===== src/core/timer_defs.vh =====
// Register indices, field positions, reset values and timing counts for the timer block
`ifndef TIMER_DEFS_VH
`define TIMER_DEFS_VH

// Register indices; byte address is four times the index
`define IDX_T0_HIGH      8'h80
`define IDX_CONTROL      8'h88
`define IDX_MODE         8'h89
`define IDX_T0_LOW       8'h8a
`define IDX_T1_LOW       8'h8b
`define IDX_T1_HIGH      8'h8d
`define IDX_AUX          8'ha3

// Reset values
`define RST_BYTE         8'h00

// Control register fields
`define CTL_TF1          7
`define CTL_TR1          6
`define CTL_TF0          5
`define CTL_TR0          4

// Mode register fields
`define MOD_GATE1        7
`define MOD_SRC1         6
`define MOD_M1_HI        5
`define MOD_M1_LO        4
`define MOD_GATE0        3
`define MOD_SRC0         2
`define MOD_M0_HI        1
`define MOD_M0_LO        0

// Mode codes
`define MODE_13BIT       2'h0
`define MODE_16BIT       2'h1
`define MODE_RELOAD      2'h2
`define MODE_SPLIT       2'h3

// Aux register fields
`define AUX_T1_BYPASS    3
`define AUX_T0_BYPASS    2
`define AUX_T1_CKOE      1
`define AUX_T0_CKOE      0

// Prescale of one machine cycle, in system clocks
`define PRESCALE_DIV     12
// Last prescaler state, sized to the four-bit divider
`define PRESCALE_LAST    4'hb

`endif


===== src/core/pin_sampler.v =====
// Two-flop synchroniser with rate-sampled falling edge detector
`timescale 1ns/1ns
module pin_sampler
(
  // Clock and reset
  input  wire core_clk,
  input  wire reset_n,
  // Pin and sampling strobe
  input  wire pin,
  input  wire sample_en,
  // Results
  output wire level,
  output reg  fall
);

  reg sync1_reg;
  reg sync2_reg;
  reg last_reg;

  assign level = sync2_reg;

  always @(posedge core_clk)
  begin
    if (!reset_n)
    begin
      sync1_reg <= 1'b0;
      sync2_reg <= 1'b0;
      last_reg  <= 1'b0;
      fall      <= 1'b0;
    end
    else
    begin
      sync1_reg <= pin;
      sync2_reg <= sync1_reg;
      if (sample_en)
        last_reg <= sync2_reg;
      // Registered pulse marks the detection cycle; count lands one cycle later
      fall <= sample_en & last_reg & ~sync2_reg;
    end
  end

endmodule // pin_sampler


===== src/core/dual_timer_counter_clockout.v =====
// Two timer/counters with gating, four modes, clock-out and APB register access
//
// Decided for this implementation: the APB interface to the registers.
`timescale 1ns/1ns
`include "timer_defs.vh"
module dual_timer_counter_clockout
(
  // Clock and reset
  input  wire        core_clk,
  input  wire        reset_n,
  // APB slave
  input  wire [9:0]  paddr,
  input  wire        psel,
  input  wire        penable,
  input  wire        pwrite,
  input  wire [31:0] pwdata,
  input  wire [3:0]  pstrb,
  output wire        pready,
  output reg  [31:0] prdata,
  output reg         pslverr,
  // External pins
  input  wire        event_pin0,
  input  wire        event_pin1,
  input  wire        gate_input_pin0,
  input  wire        gate_input_pin1,
  output reg         timer_zero_clockout_pin,
  output reg         timer_one_clockout_pin,
  // Interrupt controller side
  input  wire        vector_ack0,
  input  wire        vector_ack1,
  output reg         timer0_irq,
  output reg         timer1_irq,
  // Serial port side
  output reg         baud_tick
);

  ////////////////////////////////////////////////////////////////////////////
  // Count step: returns {overflow, high byte, low byte}

  function [16:0] count_step;
    input [1:0] mode;
    input [7:0] high;
    input [7:0] low;
    reg   [13:0] s13;
    reg   [16:0] s16;
    begin
      s13 = {1'b0, high, low[4:0]} + 14'h0001;
      s16 = {1'b0, high, low} + 17'h00001;
      case (mode)
        `MODE_13BIT:
          count_step = {s13[13], s13[12:5], low[7:5], s13[4:0]};
        `MODE_16BIT:
          count_step = s16;
        `MODE_RELOAD:
          count_step = {(low == 8'hff), high,
                        (low == 8'hff) ? high : low + 8'h01};
        default:
          count_step = {(low == 8'hff), high, low + 8'h01};
      endcase
    end
  endfunction

  // Register index match
  function hit;
    input [9:0] addr;
    input [7:0] idx;
    begin
      hit = (addr == {idx, 2'b00});
    end
  endfunction

  ////////////////////////////////////////////////////////////////////////////
  // Registers

  reg  [7:0] th0_reg;
  reg  [7:0] tl0_reg;
  reg  [7:0] th1_reg;
  reg  [7:0] tl1_reg;
  reg  [7:0] mode_reg;
  reg  [7:0] aux_reg;
  reg        tf0_reg;
  reg        tf1_reg;
  reg        tr0_reg;
  reg        tr1_reg;
  reg  [3:0] div_reg;

  reg  [7:0] th0_next;
  reg  [7:0] tl0_next;
  reg  [7:0] th1_next;
  reg  [7:0] tl1_next;
  reg        tf0_next;
  reg        tf1_next;

  wire       tick12;
  wire       rate0;
  wire       rate1;
  wire       gate0_lvl;
  wire       gate1_lvl;
  wire       fall0;
  wire       fall1;

  ////////////////////////////////////////////////////////////////////////////
  // Prescaler: one pulse per machine cycle

  assign tick12 = (div_reg == `PRESCALE_LAST);

  always @(posedge core_clk)
  begin
    if (!reset_n)
      div_reg <= 4'h0;
    else if (tick12)
      div_reg <= 4'h0;
    else
      div_reg <= div_reg + 4'h1;
  end

  // Bypass applies to the internal clock only; event pins sample per machine cycle
  assign rate0 = aux_reg[`AUX_T0_BYPASS] ? 1'b1 : tick12;
  assign rate1 = aux_reg[`AUX_T1_BYPASS] ? 1'b1 : tick12;

  ////////////////////////////////////////////////////////////////////////////
  // Pin synchronisers

  pin_sampler u_event0
  (
    .core_clk  (core_clk),
    .reset_n   (reset_n),
    .pin       (event_pin0),
    .sample_en (tick12),
    .level     (),
    .fall      (fall0)
  );

  pin_sampler u_event1
  (
    .core_clk  (core_clk),
    .reset_n   (reset_n),
    .pin       (event_pin1),
    .sample_en (tick12),
    .level     (),
    .fall      (fall1)
  );

  pin_sampler u_gate0
  (
    .core_clk  (core_clk),
    .reset_n   (reset_n),
    .pin       (gate_input_pin0),
    .sample_en (1'b0),
    .level     (gate0_lvl),
    .fall      ()
  );

  pin_sampler u_gate1
  (
    .core_clk  (core_clk),
    .reset_n   (reset_n),
    .pin       (gate_input_pin1),
    .sample_en (1'b0),
    .level     (gate1_lvl),
    .fall      ()
  );

  ////////////////////////////////////////////////////////////////////////////
  // Mode decode and count enables

  wire [1:0]  m0      = mode_reg[`MOD_M0_HI:`MOD_M0_LO];
  wire [1:0]  m1      = mode_reg[`MOD_M1_HI:`MOD_M1_LO];
  wire        src0    = mode_reg[`MOD_SRC0];
  wire        src1    = mode_reg[`MOD_SRC1];
  wire        cko0    = ~src0 & aux_reg[`AUX_T0_CKOE];
  wire        cko1    = ~src1 & aux_reg[`AUX_T1_CKOE];
  wire        split   = (m0 == `MODE_SPLIT) & ~cko0;
  wire [1:0]  em0     = cko0 ? `MODE_RELOAD : m0;
  wire [1:0]  em1     = cko1 ? `MODE_RELOAD : m1;

  wire        run0    = tr0_reg & (~mode_reg[`MOD_GATE0] | gate0_lvl);
  wire        run1    = tr1_reg & (~mode_reg[`MOD_GATE1] | gate1_lvl)
                        & ((m1 != `MODE_SPLIT) | cko1);
  wire        inc0    = run0 & (src0 ? fall0 : rate0);
  wire        inc1    = run1 & (src1 ? fall1 : rate1);
  // Split high byte counts the internal clock only, under timer one's run bit
  wire        inc0h   = split & tr1_reg & rate0;

  wire [16:0] step0   = count_step(em0, th0_reg, tl0_reg);
  wire [16:0] step1   = count_step(em1, th1_reg, tl1_reg);
  wire        ovf0    = inc0 & step0[16];
  wire        ovf1    = inc1 & step1[16];
  wire        ovf0h   = inc0h & (th0_reg == 8'hff);

  ////////////////////////////////////////////////////////////////////////////
  // APB access

  wire        wr_en   = psel & penable & pwrite & pstrb[0];
  wire        setup   = psel & ~penable;
  wire        mapped  = hit(paddr, `IDX_T0_HIGH) | hit(paddr, `IDX_CONTROL) |
                        hit(paddr, `IDX_MODE) | hit(paddr, `IDX_T0_LOW) |
                        hit(paddr, `IDX_T1_LOW) | hit(paddr, `IDX_T1_HIGH) |
                        hit(paddr, `IDX_AUX);
  wire        wr_th0  = wr_en & hit(paddr, `IDX_T0_HIGH);
  wire        wr_tl0  = wr_en & hit(paddr, `IDX_T0_LOW);
  wire        wr_th1  = wr_en & hit(paddr, `IDX_T1_HIGH);
  wire        wr_tl1  = wr_en & hit(paddr, `IDX_T1_LOW);
  wire        wr_ctl  = wr_en & hit(paddr, `IDX_CONTROL);
  wire        wr_mod  = wr_en & hit(paddr, `IDX_MODE);
  wire        wr_aux  = wr_en & hit(paddr, `IDX_AUX);

  // Zero wait states: the answer is prepared in the setup cycle
  assign pready = 1'b1;

  reg  [7:0] rd_byte;

  always @*
  begin
    rd_byte = 8'h00;
    if (hit(paddr, `IDX_T0_HIGH))
      rd_byte = th0_reg;
    else if (hit(paddr, `IDX_T0_LOW))
      rd_byte = tl0_reg;
    else if (hit(paddr, `IDX_T1_HIGH))
      rd_byte = th1_reg;
    else if (hit(paddr, `IDX_T1_LOW))
      rd_byte = tl1_reg;
    else if (hit(paddr, `IDX_MODE))
      rd_byte = mode_reg;
    else if (hit(paddr, `IDX_AUX))
      rd_byte = aux_reg;
    else if (hit(paddr, `IDX_CONTROL))
      rd_byte = {tf1_reg, tr1_reg, tf0_reg, tr0_reg, 4'h0};
  end

  ////////////////////////////////////////////////////////////////////////////
  // Next-state of counts and flags

  always @*
  begin
    tl0_next = tl0_reg;
    th0_next = th0_reg;
    tl1_next = tl1_reg;
    th1_next = th1_reg;
    tf0_next = tf0_reg;
    tf1_next = tf1_reg;

    if (inc0)
    begin
      tl0_next = step0[7:0];
      th0_next = step0[15:8];
    end
    if (inc0h)
      th0_next = th0_reg + 8'h01;
    if (inc1)
    begin
      tl1_next = step1[7:0];
      th1_next = step1[15:8];
    end

    // A software write to a count byte wins over the hardware step
    if (wr_tl0)
      tl0_next = pwdata[7:0];
    if (wr_th0)
      th0_next = pwdata[7:0];
    if (wr_tl1)
      tl1_next = pwdata[7:0];
    if (wr_th1)
      th1_next = pwdata[7:0];

    // Clears first, then hardware sets so a same-cycle overflow is kept
    if (vector_ack0)
      tf0_next = 1'b0;
    if (vector_ack1)
      tf1_next = 1'b0;
    if (wr_ctl)
    begin
      tf0_next = pwdata[`CTL_TF0];
      tf1_next = pwdata[`CTL_TF1];
    end
    if (ovf0)
      tf0_next = 1'b1;
    if (ovf1 | ovf0h)
      tf1_next = 1'b1;
  end

  ////////////////////////////////////////////////////////////////////////////
  // State update

  always @(posedge core_clk)
  begin
    if (!reset_n)
    begin
      th0_reg  <= `RST_BYTE;
      tl0_reg  <= `RST_BYTE;
      th1_reg  <= `RST_BYTE;
      tl1_reg  <= `RST_BYTE;
      mode_reg <= `RST_BYTE;
      aux_reg  <= `RST_BYTE;
      tf0_reg  <= 1'b0;
      tf1_reg  <= 1'b0;
      tr0_reg  <= 1'b0;
      tr1_reg  <= 1'b0;
    end
    else
    begin
      th0_reg <= th0_next;
      tl0_reg <= tl0_next;
      th1_reg <= th1_next;
      tl1_reg <= tl1_next;
      tf0_reg <= tf0_next;
      tf1_reg <= tf1_next;
      if (wr_ctl)
      begin
        tr0_reg <= pwdata[`CTL_TR0];
        tr1_reg <= pwdata[`CTL_TR1];
      end
      if (wr_mod)
        mode_reg <= pwdata[7:0];
      if (wr_aux)
        aux_reg <= pwdata[7:0];
    end
  end

  ////////////////////////////////////////////////////////////////////////////
  // APB read data and error, captured in the setup cycle

  always @(posedge core_clk)
  begin
    if (!reset_n)
    begin
      prdata  <= 32'h00000000;
      pslverr <= 1'b0;
    end
    else if (setup)
    begin
      prdata  <= {24'h000000, rd_byte};
      pslverr <= ~mapped;
    end
  end

  ////////////////////////////////////////////////////////////////////////////
  // Clock-out, interrupt requests and baud tick

  // Toggling on every overflow halves the overflow rate, giving n of 24 or 2
  always @(posedge core_clk)
  begin
    if (!reset_n)
    begin
      timer_zero_clockout_pin <= 1'b0;
      timer_one_clockout_pin  <= 1'b0;
      timer0_irq              <= 1'b0;
      timer1_irq              <= 1'b0;
      baud_tick               <= 1'b0;
    end
    else
    begin
      if (!cko0)
        timer_zero_clockout_pin <= 1'b0;
      else if (ovf0)
        timer_zero_clockout_pin <= ~timer_zero_clockout_pin;
      if (!cko1)
        timer_one_clockout_pin <= 1'b0;
      else if (ovf1)
        timer_one_clockout_pin <= ~timer_one_clockout_pin;
      // Flags still set in clock-out mode but are kept off the request lines
      timer0_irq <= tf0_next & ~cko0;
      timer1_irq <= tf1_next & ~cko1;
      baud_tick  <= ovf1;
    end
  end

endmodule // dual_timer_counter_clockout


===== config.mk =====
export PLATFORM = sky130hd
export DESIGN_NAME = dual_timer_counter_clockout
export DESIGN_NICKNAME = d
export VERILOG_FILES = /design/src/core/pin_sampler.v /design/src/core/dual_timer_counter_clockout.v
export VERILOG_INCLUDE_DIRS = /design/src /design/src/core
export SDC_FILE = /design/constraint.sdc
export NUM_CORES = 1
export LEC_CHECK = 0
export BUFFER_PORTS_ARGS = -buffer_cell sky130_fd_sc_hd__buf_4
export CAP_MARGIN = 20
export CORE_AREA = 2 2 119 121
export CTS_BUF_LIST = sky130_fd_sc_hd__clkbuf_16
export CTS_CLUSTER_DIAMETER = 120
export DETAILED_ROUTE_END_ITERATION = 10
export DIE_AREA = 0 0 121 123
export GPL_ROUTABILITY_DRIVEN = 0
export SYNTH_ARGS = -nofsm -noshare
export SYNTH_HDL_FRONTEND = slang
export SYNTH_SLANG_ARGS = --single-unit

===== constraint.sdc =====
create_clock -name core_clk -period 3.4 [get_ports core_clk]
set_clock_uncertainty 0.1 [all_clocks]
set_input_delay 0.51 -clock core_clk [delete_from_list [all_inputs] [get_ports core_clk]]
set_output_delay 0.51 -clock core_clk [all_outputs]
set_load 0.005 [all_outputs]

=== Word-level counts from Yosys, hierarchy flattened ===
Cells that the tools add are included.

* Bitwise operators: 53
* Multipliers: 0
* Div/mod/pow operators: 0
* Reductions and logical operators: 15
* Equality and inequality tests: 21
* Magnitude comparators: 0
* Add/sub/neg operators: 8
* Multiplexer cells: 32
* Shift-type cells: 0

{| class="wikitable"
|+ Operator list
! kind !! count
|-
| $mux W8 || 18
|-
| $pmux W17 S3 || 2
|-
| $eq A10 B10 Y1 const B || 7
|-
| $add A16 B1 Y17 const B || 2
|-
| $and A1 B1 Y1 || 30
|-
| $add A13 B1 Y14 const B || 2
|-
| $add A8 B1 Y8 const B || 3
|-
| $eq A8 B8 Y1 const B || 3
|-
| $not A1 Y1 || 13
|-
| $mux W1 || 10
|-
| $or A1 B1 Y1 || 10
|-
| $ne A2 B2 Y1 const B || 4
|-
| $reduce_and A2 Y1 || 4
|-
| $eq A2 B2 Y1 const B || 3
|-
| $reduce_and A3 Y1 || 2
|-
| $reduce_bool A2 Y1 || 3
|-
| $reduce_bool A3 Y1 || 2
|-
| $add A4 B1 Y4 const B || 1
|-
| $eq A2 B1 Y1 const B || 2
|-
| $eq A4 B4 Y1 const B || 1
|-
| $logic_not A2 Y1 || 2
|-
| $mux W2 || 2
|-
| $reduce_bool A4 Y1 || 1
|-
| $ne A3 B3 Y1 const B || 1
|-
| $reduce_or A2 Y1 || 1
|}

* Input port bits: 57
* Memories: 0
* Bits in latches: 0
* Flip-flop bits (word level): 82
* Memory bits (read-only): 0
* Bits in writable memories: 0

=== Depth between registers and ports, before layout ===
Gate-level depths: netlist of run 1.

* Depth in word-level cells: 10
* Gate-level depth with buffers: 9

=== Hierarchy ===
From an unflattened synthesis of run 1, not the netlist that was laid out.

* Cells, all modules: 668
* Area, all modules: 5237.5 um^2

{| class="wikitable"
|+ Modules (own cells, without submodules)
! module !! area an instance (um^2) !! instances !! cells each !! sequential area each (um^2)
|-
| dual_timer_counter_clockout || 4757.1 || 1 || 632 || 1401.3
|-
| pin_sampler || 120.1 || 4 || 9 || 80.1
|}

=== Worst setup path after synthesis of run 1 ===
No wires, ideal clock.

* Path kind: register -> register
* From: reg div_reg[0]
* To: reg tl0_reg[0]
* Slack: 1.279 ns
* Path buffers: 2
* Cell stages (with the launch flop): 10
* Required time: 3.178 ns
* Setup time: 0.122 ns
* Data arrival time: 1.899 ns
* Cells stage by stage: dfxtp_1 -> ha_1 -> and3b_1 -> buf_2 -> or3_4 -> and2_4 -> buf_6 -> and3_1 -> a211oi_1 -> a21oi_1

* Longest elaborated chain between the ends: 5

{| class="wikitable"
|+ RTL lines
! what !! RTL line !! RTL
|-
| start: declaration || dual_timer_counter_clockout.v:85 || <nowiki>reg [3:0] div_reg;</nowiki>
|-
| start signal: assignment || dual_timer_counter_clockout.v:114 || <nowiki>div_reg <= div_reg + 4'h1;</nowiki>
|-
| $eq A4 B4 Y1 (no source line) || - ||
|-
| $mux W1 || dual_timer_counter_clockout.v:118 || <nowiki>assign rate0 = aux_reg[`AUX_T0_BYPASS] ? 1'b1 : tick12;</nowiki>
|-
| $mux W1 || dual_timer_counter_clockout.v:180 || <nowiki>wire inc0 = run0 & (src0 ? fall0 : rate0);</nowiki>
|-
| $and A1 B1 Y1 || dual_timer_counter_clockout.v:180 ||
|-
| $reduce_bool A2 Y1 (no source line) || - ||
|-
| end signal: assignment || dual_timer_counter_clockout.v:291 || <nowiki>tl0_reg <= `RST_BYTE;</nowiki>
|-
| end signal: assignment || dual_timer_counter_clockout.v:304 || <nowiki>tl0_reg <= tl0_next;</nowiki>
|-
| end: declaration || dual_timer_counter_clockout.v:76 || <nowiki>reg [7:0] tl0_reg;</nowiki>
|}

Every way passes these cells.
A chain may end at the register's enable or synchronous reset.

=== Final worst setup path of run 1 ===
* From: reg tl0_reg[0]
* To: reg th0_reg[2]

* Longest elaborated chain between the ends: 5
* Elaborated cells between the ends (all ways): 6
* Those cells by class: 2 x add/sub; 4 x mux

{| class="wikitable"
|+ RTL lines
! what !! RTL line !! RTL
|-
| $add A16 B1 Y17 / $add A13 B1 Y14 (equally long branches) || dual_timer_counter_clockout.v:48, dual_timer_counter_clockout.v:47 ||
|-
| $pmux W17 S3 (*) || dual_timer_counter_clockout.v:49 || <nowiki>case (mode)</nowiki>
|-
| $mux W8 (*) || dual_timer_counter_clockout.v:244 || <nowiki>if (inc0)</nowiki>
|-
| $mux W8 (*) || dual_timer_counter_clockout.v:249 || <nowiki>if (inc0h)</nowiki>
|-
| $mux W8 (*) || dual_timer_counter_clockout.v:260 || <nowiki>if (wr_th0)</nowiki>
|-
| end signal: assignment || dual_timer_counter_clockout.v:290 || <nowiki>th0_reg <= `RST_BYTE;</nowiki>
|-
| end signal: assignment || dual_timer_counter_clockout.v:303 || <nowiki>th0_reg <= th0_next;</nowiki>
|-
| end: declaration || dual_timer_counter_clockout.v:75 || <nowiki>reg [7:0] th0_reg;</nowiki>
|}

Every way passes the cells marked *; elsewhere a longest branch is shown, timed or not. The select of a mux whose other input is x is not followed.

==> flow_metrics.py, run 1 <==
metrics = {
    "place": {
        "dp_cells": 876,
        "dp_hpwl_um": 11900,
        "placed_area_um2": 5657,
        "place_ws_ps": 775.4,
        "io_buffers": 43,
    },
    "timing": {
        "min_period_ps": 2489,
        "setup_viol": 0,
        "setup_tns_ps": 0,
        "slew_viol_final": 0,
        "rsz0062_at_grt": "false",
        "holdWs_ps": 261.7,
        "relSlewSlack_pct": 25.16,
        "hold_viol": 0,
        "final.period_utilization_pct": 73.20,
        "tightest_slew_ps": 1120,
        "max_freq_mhz": 401.8,
        "final.setup.worst_slack_ps": 911.3,
    },
    "final_layout": {
        "nFillCells": 1395,
        "fin_area_um2": 5938,
        "stdcell_count": 892,
        "num_antenna_cells": 0,
        "final_nets": 768,
        "syn2layout_area_growth_pct": 10.63,
        "layout-drive-gt1-share_pct": 11.66,
    },
    "clock_tree": {
        "cts-resized-gates": 0,
        "clkSlewWorstSetupHoldPaths_ps": 70,
        "numCtsBuffers": 9,
        "hold_buffers": 0,
        "root_buffer": "clkbuf_16",
        "cts_max_level": 3,
        "cts_sinks": 82,
        "clock_tree.buffer_depth": 2,
        "clk_latency_ps": 350,
        "post_cts_buffers": 0,
        "tritoncts": "built",
    },
    "global_routing": {
        "grt_first_pass_wirelength_um": 26010,
        "track_usage_pct": 22.49,
        "overflow": 0,
        "grt_pass1_vias": 4801,
        "antenna_found_initial": 0,
        "grt_max_degree": 65,
    },
    "worst_setup_path": {
        "path_common_cell": "a21oi_1",
        "crit_chain": "ha_1, and4_1, nand2_1, o21ai_1, a21oi_1, or4_1, a21oi_1",
        "cpMaxStageDelayCell": "and4_1",
        "end_kind": "register",
        "start_kind": "register",
        "crit_cells": 7,
        "critPathMaxFanout": 10,
        "slowest_delay_ps": 480,
        "cp.arrival_ps": 2680,
        "critPathKind": "reg -> reg",
        "path_buf_inv": 0,
        "required_ps": 3590,
        "crit_family": "simple AND/OR/NAND/NOR gates",
        "worst_r2r_path_depth": 7,
    },
    "power": {
        "power.density_nw_per_um2": 349.6,
        "ir_drop_mv": 0.1995,
        "p_leak_uw": 0.002141,
    },
    "job": {
        "maxCapViolCount": 0,
    },
    "synthesis": {
        "muxShareOfSynthArea_pct": 2.611,
        "yosys_warnings": 0,
        "ys.flop_type": "dfxtp_1",
        "yosysUniqueCellTypes": 80,
        "ys_seq_area_share_pct": 30.58,
        "synth_top_area_share_pct": 30.58,
        "synth_edf_count": 0,
        "yosys.area_share.simple_pct": 28.02,
        "netlist_area_um2": 5368,
        "synth.area.top_cells": "dfxtp_1 31%, nand2_1 5.5%, o21ai_0 4.7%",
        "yosys.area_share.xor_xnor_pct": 3.916,
        "yosysTopAreaCell": "dfxtp_1",
        "syn_inst": 695,
        "synth_compound_area_share_pct": 25.62,
        "synthArstFlopShare_pct": 0,
        "synth-seq-cells": 82,
        "synth_fa_ha_area_share_pct": 0.9324,
        "syn_area_per_cell_um2": 7.723,
        "synth_top_family_by_area": "simple AND/OR/NAND/NOR gates",
    },
    "floorplanning": {
        "die_w_um": 121,
        "start_util_pct": 39.43,
        "coreArea_um2": 13610,
        "die-height_um": 123,
        "die-area_um2": 14880,
        "core.rowCount": 43,
        "io_pins": 96,
    },
    "status": {
        "status": "finished clean",
    },
    "route": {
        "vias": 5190,
        "ant_nets": 0,
        "first_iter_violations": 454,
        "dr.pass1.iters": 5,
        "routedWlPerCell_um": 18.44,
        "wl_um": 16450,
        "drc": 0,
        "avgViaCountPerCell": 5.818,
    },
    "min_path": {
        "hold_depth": 2,
        "hold_path_class": "in -> reg",
    },
}
==> synthesized netlist by cell type (all sizes together), types with 15 or more instances <==
library cell  count
nor3             15
and2             20
a21boi           19
nand2            78
o21ai            52
a21oi            39
buf              39
clkbuf           32
dfxtp            82
xnor2            21
nand3            37
nor2b            21
nor2             49
==> metrics by stage <==
step	utilization [%]	power, uW
after floorplan	-	1091
after global placement	41.56	1143
after detailed placement	41.56	1146
after CTS	43.63	2098
after global routing	43.63	2147
final	43.63	2076
==> worst paths after layout <==
check                 start            endpoint  slack [ps]
min reg2reg  u_event0.level       u_event0.fall         330
min              event_pin0  u_event0.sync1_reg         260
max reg2reg      tl0_reg[0]          th0_reg[2]         910
max              tl0_reg[0]          th0_reg[2]         910
==> area by class of cell <==
type | count | area (um^2) | share of cell area (%)
clock inverter | 7 | 56.30 | 0.9482
tap | 180 | 225.2 | 3.793
timing repair buffer | 49 | 367.9 | 6.195
clock buffer | 9 | 225.2 | 3.793
inverter | 13 | 48.80 | 0.8217
multi-input combinational | 552 | 3373 | 56.81
sequential | 82 | 1642 | 27.64
==> routing by layer <==
metal	vias to the layer above	global-route usage [%]	share of wire [%]
li1	2494	-	-
met1	2413	30.61	44
met2	255	35.15	46
met3	28	4.520	8.2
met4	0	8.503	2.1
met5	-	0	0
==> report_power, final <==
| group | internal [uW] | switching, uW | leakage, uW |
|---|---|---|---|
| combinational | 58.1 | 87.2 | 0.00134 |
| sequential | 974 | 7.12 | 0.000664 |
| clock | 505 | 445 | 0.000132 |
| total | 1540 | 539 | 0.00214 |
==> placed cells by master, fill, tap and decap left out, types with 14 or more instances in the layout <==
master,instances
nor2b_1,21
o21ai_0,50
a21oi_1,39
mux2i_1,14
a21boi_0,18
conb_1,25
xnor2_1,21
nand2_1,78
dfxtp_1,82
and2_1,19
nor3_1,14
nor2_1,48
nand3_1,37
buf_4,49
==> cell families after synthesis <==
family / Yosys count
and+or+nand+nor: 284
AOI/OAI and AO/OA: 201
buffers and inverters: 84
DFF: 82
xor gates and xnor gates: 24
muxes: 14
adders and majority gates: 4
other: 2
(Power assumes the default switching activity.)
==> run 2, diff against run 1 <==
--- a/config.mk
+++ b/config.mk
@@ -6,13 +6,14 @@
 export SDC_FILE = /design/constraint.sdc
 export NUM_CORES = 1
 export LEC_CHECK = 0
+export ABC_AREA = 1
 export BUFFER_PORTS_ARGS = -buffer_cell sky130_fd_sc_hd__buf_4
 export CAP_MARGIN = 20
-export CORE_AREA = 2 2 119 121
+export CORE_AREA = 2 2 123 125
 export CTS_BUF_LIST = sky130_fd_sc_hd__clkbuf_16
 export CTS_CLUSTER_DIAMETER = 120
 export DETAILED_ROUTE_END_ITERATION = 10
-export DIE_AREA = 0 0 121 123
+export DIE_AREA = 0 0 125 127
 export GPL_ROUTABILITY_DRIVEN = 0
 export SYNTH_ARGS = -nofsm -noshare
 export SYNTH_HDL_FRONTEND = slang
==> constraint.sdc (replaced) <==
create_clock -name core_clk -period 2.1 [get_ports core_clk]
set_clock_uncertainty 0.1 [all_clocks]
set_input_delay 0.315 -clock core_clk [delete_from_list [all_inputs] [get_ports core_clk]]
set_output_delay 0.315 -clock core_clk [all_outputs]
set_load 0.005 [all_outputs]
==> run 2 against run 1 <==
Net effect: worst hold slack got worse by 230 ps; flip-flop and latch count stayed put; combinational power is 54% higher; critical endpoint is now tl1_reg[1]; worst setup slack got worse by 740 ps; total power rose by 66%; first-iteration DRC count is 30% higher; sequential share of layout area decreased by 3.1 points; largest cell class unchanged; cell count increased by 32%; core utilization grew 2.8 points; synthesized area increased by 7.1%; register-to-register slack worse by 740 ps; maximum frequency grew 29%.
==> flow_metrics.py, run 2 <==
metrics = {
    "synthesis": {
        "syn_inst": 916,
        "yosysTopAreaCell": "dfxtp_1",
        "syn_area_per_cell_um2": 6.276,
        "ys.flop_type": "dfxtp_1",
        "synth_top_area_share_pct": 28.55,
        "synthTopCellsByCount": "194 x nand2_1, 113 x inv_1, 95 x nand3_1",
        "ys_seq_area_share_pct": 28.55,
        "synth_edf_count": 0,
        "yosys_warnings": 0,
        "synthArstFlopShare_pct": 0,
        "yosysUniqueCellTypes": 43,
        "netlist_area_um2": 5749,
        "synth.area.top_cells": "dfxtp_1 29%, nand2_1 13%, nand3_1 8.3%",
        "synth_most_common_cell": "nand2_1",
        "synth-seq-cells": 82,
    },
    "global_routing": {
        "grt_use_met1_pct": 31.84,
        "track_usage_pct": 23.09,
        "grt_first_pass_wirelength_um": 28970,
        "antenna_found_initial": 0,
        "grt_pass1_vias": 5425,
        "overflow": 0,
        "use_met2_pct": 36.80,
        "met3_usage_pct": 3.559,
        "grt_max_degree": 37,
        "grt-busiest-layer": "met2",
    },
    "clock_tree": {
        "clock_tree.buffer_depth": 2,
        "clk_latency_ps": 360,
        "tritoncts": "built",
        "cts_sinks": 82,
        "hold_buffers": 0,
        "clkSlewWorstSetupHoldPaths_ps": 70,
        "root_buffer": "clkbuf_16",
        "cts_max_level": 3,
        "numCtsBuffers": 9,
    },
    "route": {
        "ant_nets": 0,
        "wl_um": 18300,
        "vias": 6062,
        "avgViaCountPerCell": 5.168,
        "first_iter_violations": 589,
        "dr.pass1.iters": 6,
        "routedWlPerCell_um": 15.60,
        "drc": 0,
    },
    "power": {
        "ir_drop_mv": 0.3711,
        "p_leak_uw": 0.003052,
        "power.density_nw_per_um2": 515.6,
    },
    "place": {
        "dp_hpwl_um": 14070,
        "dp_cells": 1157,
        "io_buffers": 43,
        "place_ws_ps": 149.5,
    },
    "worst_setup_path": {
        "cp.arrival_ps": 2070,
        "critPathKind": "reg -> reg",
        "required_ps": 2240,
        "critPathMaxFanout": 8,
        "end_kind": "register",
        "start_kind": "register",
    },
    "floorplanning": {
        "die_w_um": 125,
        "io_pins": 96,
        "coreArea_um2": 14420,
        "start_util_pct": 39.86,
        "die-height_um": 127,
        "die-area_um2": 15880,
        "core.rowCount": 44,
    },
    "final_layout": {
        "layout_commonest_cell": "nand2_1",
        "stdcell_count": 1173,
        "layout-drive-gt1-share_pct": 16.68,
        "syn2layout_area_growth_pct": 16.45,
        "num_antenna_cells": 0,
        "final_cell_mix": "194 x nand2_1, 113 x inv_1, 95 x nand3_1",
        "final_nets": 1045,
        "utilization_pct": 46.42,
    },
    "timing": {
        "setup_tns_ps": 0,
        "slew_viol_final": 0,
        "min_period_ps": 1933,
        "max_freq_mhz": 517.3,
        "hold_viol": 0,
        "rsz0062_at_grt": "true",
        "setup_viol": 0,
        "final.setup.worst_slack_ps": 167.0,
        "final.period_utilization_pct": 92.05,
    },
    "status": {
        "status": "finished clean",
    },
    "min_path": {
        "hold_path_class": "in -> reg",
    },
    "job": {
        "maxCapViolCount": 0,
    },
}
[run 2: what timing repair did]
| action | 4_1_cts | 5_1_grt |
|---|---|---|
| gates resized for setup | 0 | 7 |
| setup endpoints to repair | 0 | 15 |
| setup buffers | 0 | 0 |
[run 2: where the power goes]
| part | switching (uW) | internal [uW] |
|---|---|---|
| clock network | 798 | 849 |
| logic | 146 | 77.9 |
| registers | 8.87 | 1570 |
| total | 952 | 2500 |
[run 2: worst paths after layout]
check,end,slack (ps),start,cells past startpoint
worst max-delay path,tl1_reg[1],170,tl1_reg[1],12
worst min-delay path,u_event1.sync1_reg,30,event_pin1,3
worst max register to register,tl1_reg[1],170,tl1_reg[1],12
worst min register to register,u_event1.level,310,u_event1.sync1_reg,2
[run 2: stage by stage]
stage | area [um^2] | power, uW | hold slack (ps)
floorplan | 5836 | 1756 | 290.5
global placement | 6370 | 1838 | 292.2
detailed placement | 6370 | 1839 | 298.8
CTS | 6681 | 3480 | 26.09
global route | 6695 | 3554 | 43.44
finish | 6695 | 3452 | 32.63
[run 2: metal layers]
| metal | share of wire [%] | vias up |
|---|---|---|
| met3 | 6.4 | 34 |
| met1 | 46 | 2724 |
| met2 | 45 | 220 |
| li1 | - | 3084 |
| met5 | 0 | - |
| met4 | 2.5 | 0 |
[run 2: cell families after synthesis]
group	after synthesis	synth area share [%]
AND/OR/NAND/NOR	464	38.37
flip-flops	82	28.55
other	2	0.1306
AO/OA/AOI/OAI	175	16.24
adder cells (fa/ha/maj)	4	0.8705
XOR/XNOR	13	1.980
buffers and inverters	176	13.86
[run 2: layout make-up]
class / instances / area [um^2]
fillers: 1561 / 7729
clock buffers: 9 / 225.2
multi-input cells: 681 / 3407
well taps: 184 / 230.2
flip-flops and latches: 82 / 1643
clock inverters: 7 / 86.33
repair buffers: 82 / 615.6
inverters: 128 / 488.0
[run 2: critical path, stage by stage, from the launching register on]
cell	delay, ps
dfxtp_1	380
ha_1	200
nand2_1	120
nor2_2	130
nand2_1	120
inv_2	130
nand3_2	150
inv_4	140
nand2_1	60
o21ai_0	70
nor2_1	50
nor2_1	110
nor2_1	40
==> run 3, diff against run 2 <==
--- a/config.mk
+++ b/config.mk
@@ -10,7 +10,7 @@
 export BUFFER_PORTS_ARGS = -buffer_cell sky130_fd_sc_hd__buf_4
 export CAP_MARGIN = 20
 export CORE_AREA = 2 2 123 125
-export CTS_BUF_LIST = sky130_fd_sc_hd__clkbuf_16
+export CTS_BUF_LIST = sky130_fd_sc_hd__clkbuf_4 sky130_fd_sc_hd__clkbuf_8 sky130_fd_sc_hd__clkbuf_16
 export CTS_CLUSTER_DIAMETER = 120
 export DETAILED_ROUTE_END_ITERATION = 10
 export DIE_AREA = 0 0 125 127
==> constraint.sdc (replaced) <==
create_clock -name core_clk -period 2.2 [get_ports core_clk]
set_clock_uncertainty 0.1 [all_clocks]
set_input_delay 0.33 -clock core_clk [delete_from_list [all_inputs] [get_ports core_clk]]
set_output_delay 0.33 -clock core_clk [all_outputs]
set_load 0.005 [all_outputs]
==> run 3 against run 2 <==
Net effect: first-iteration DRC count down 16%; sequential power shrank 4%; worst setup slack improved by 0.71 ps; worst hold slack gained 15 ps; global-route usage about the same; non-clock buffer count shrank 8; largest power group unchanged; highest routed layer unchanged.
==> flow_metrics.py, run 3 (synthesis results as in run 2) <==
metrics = {
    "status": {
        "status": "finished clean",
    },
    "timing": {
        "final.period_utilization_pct": 92.38,
        "min_period_ps": 2032,
        "rsz0062_at_grt": "false",
        "setup_viol": 0,
        "setup_tns_ps": 0,
        "slew_viol_final": 0,
        "max_freq_mhz": 492.1,
        "hold_viol": 0,
    },
    "global_routing": {
        "overflow": 0,
        "grt_first_pass_wirelength_um": 28940,
        "antenna_found_initial": 0,
        "track_usage_pct": 23.13,
        "grt_max_degree": 30,
        "grt_pass1_vias": 5393,
    },
    "min_path": {
        "hold_path_class": "in -> reg",
    },
    "floorplanning": {
        "coreArea_um2": 14420,
        "die-area_um2": 15880,
        "core.rowCount": 44,
        "start_util_pct": 39.86,
        "die-height_um": 127,
        "die_w_um": 125,
        "io_pins": 96,
    },
    "worst_setup_path": {
        "crit_family": "simple AND/OR/NAND/NOR gates",
        "cp.arrival_ps": 2180,
        "path_buf_inv": 2,
        "cpMaxStageDelayCell": "dfxtp_1",
        "start_kind": "register",
        "critPathKind": "reg -> reg",
        "path_common_cell": "nor2_1",
        "crit_chain": "ha_1, nand2_1, nor2_1, nand2_1, inv_2, nand3_2, inv_2, nand2_1, o21ai_0, nor2_1, nor2_1, nor2_1",
        "slowest_delay_ps": 390,
        "end_kind": "register",
        "required_ps": 2350,
        "critPathMaxFanout": 8,
    },
    "final_layout": {
        "final_cell_mix": "194 x nand2_1, 113 x inv_1, 95 x nand3_1",
        "layout-drive-gt1-share_pct": 15.60,
        "syn2layout_area_growth_pct": 15.43,
        "layout_commonest_cell": "nand2_1",
        "fin_area_um2": 6636,
        "num_antenna_cells": 0,
        "final_nets": 1037,
        "stdcell_count": 1165,
    },
    "clock_tree": {
        "clock_tree.buffer_depth": 2,
        "cts_max_level": 3,
        "clk_latency_ps": 360,
        "numCtsBuffers": 9,
        "cts_sinks": 82,
        "root_buffer": "clkbuf_16",
        "post_cts_buffers": 0,
        "tritoncts": "built",
        "clkSlewWorstSetupHoldPaths_ps": 70,
    },
    "route": {
        "ant_nets": 0,
        "dr.pass1.iters": 6,
        "avgViaCountPerCell": 5.105,
        "routedWlPerCell_um": 15.61,
        "wl_um": 18180,
        "drc": 0,
        "vias": 5947,
        "first_iter_violations": 494,
    },
    "job": {
        "maxCapViolCount": 0,
    },
    "power": {
        "p_total_uw": 3277,
        "ir_drop_mv": 0.3523,
        "power.density_nw_per_um2": 493.7,
        "p_leak_uw": 0.003016,
    },
    "place": {
        "dp_hpwl_um": 13980,
        "dp_cells": 1149,
        "placed_area_um2": 6322,
        "io_buffers": 43,
    },
}
==> run 3: worst min-delay path, delay by kind of cell <==
kind          cells  cell delay, ps
buf+inv           2             110
simple gates      1              40
==> run 3: worst paths after layout <==
kind | start | end | slack, ps | cells past startpoint
setup / recovery | tl1_reg[0] | tl1_reg[1] | 170 | 12
hold / removal | event_pin1 | u_event1.sync1_reg | 50 | 3
setup reg to reg | tl1_reg[0] | tl1_reg[1] | 170 | 12
hold reg to reg | u_gate1.sync1_reg | u_gate1.level | 310 | 2
==> run 3: metrics by stage <==
| stage | hold WS [ps] | util (%) | setup WS, ps |
|---|---|---|---|
| 3_5_place_dp | 297.5 | 43.83 | 180.9 |
| 5_1_grt | 56.62 | 46.01 | 20.18 |
| 3_3_place_gp | 292.1 | 43.83 | 208.3 |
| 4_1_cts | 38.63 | 45.96 | 169.8 |
| 2_1_floorplan | 290.5 | - | 542.7 |
| 6_report | 48.10 | 46.01 | 167.7 |
==> run 3: power by group <==
part,leakage [uW],internal [uW],switching [uW]
combinational,0.00220,76.5,137
sequential,0.000664,1500,8.71
clock,0.000150,809,745
==> run 3: layout make-up <==
class	count	area [um^2]
well taps	184	230.2
clock buffers	9	225.2
clock inverters	7	81.33
flip-flops and latches	82	1642
fillers	1585	7787
multi-input cells	681	3405
inverters	128	485.5
repair buffers	74	568.0
==> run 3: what timing repair did <==
item,4_1_cts,5_1_grt
gates resized for setup,0,2
endpoints found under the setup margin,0,4
hold buffers,0,0
==> run 3: per-layer routing <==
metal	global-route usage, %	vias up	share of wire [%]
met5	0	-	0
met2	35.97	195	45
met4	9.346	0	2.8
met1	31.86	2650	46
li1	-	3070	-
met3	4.188	32	6.5
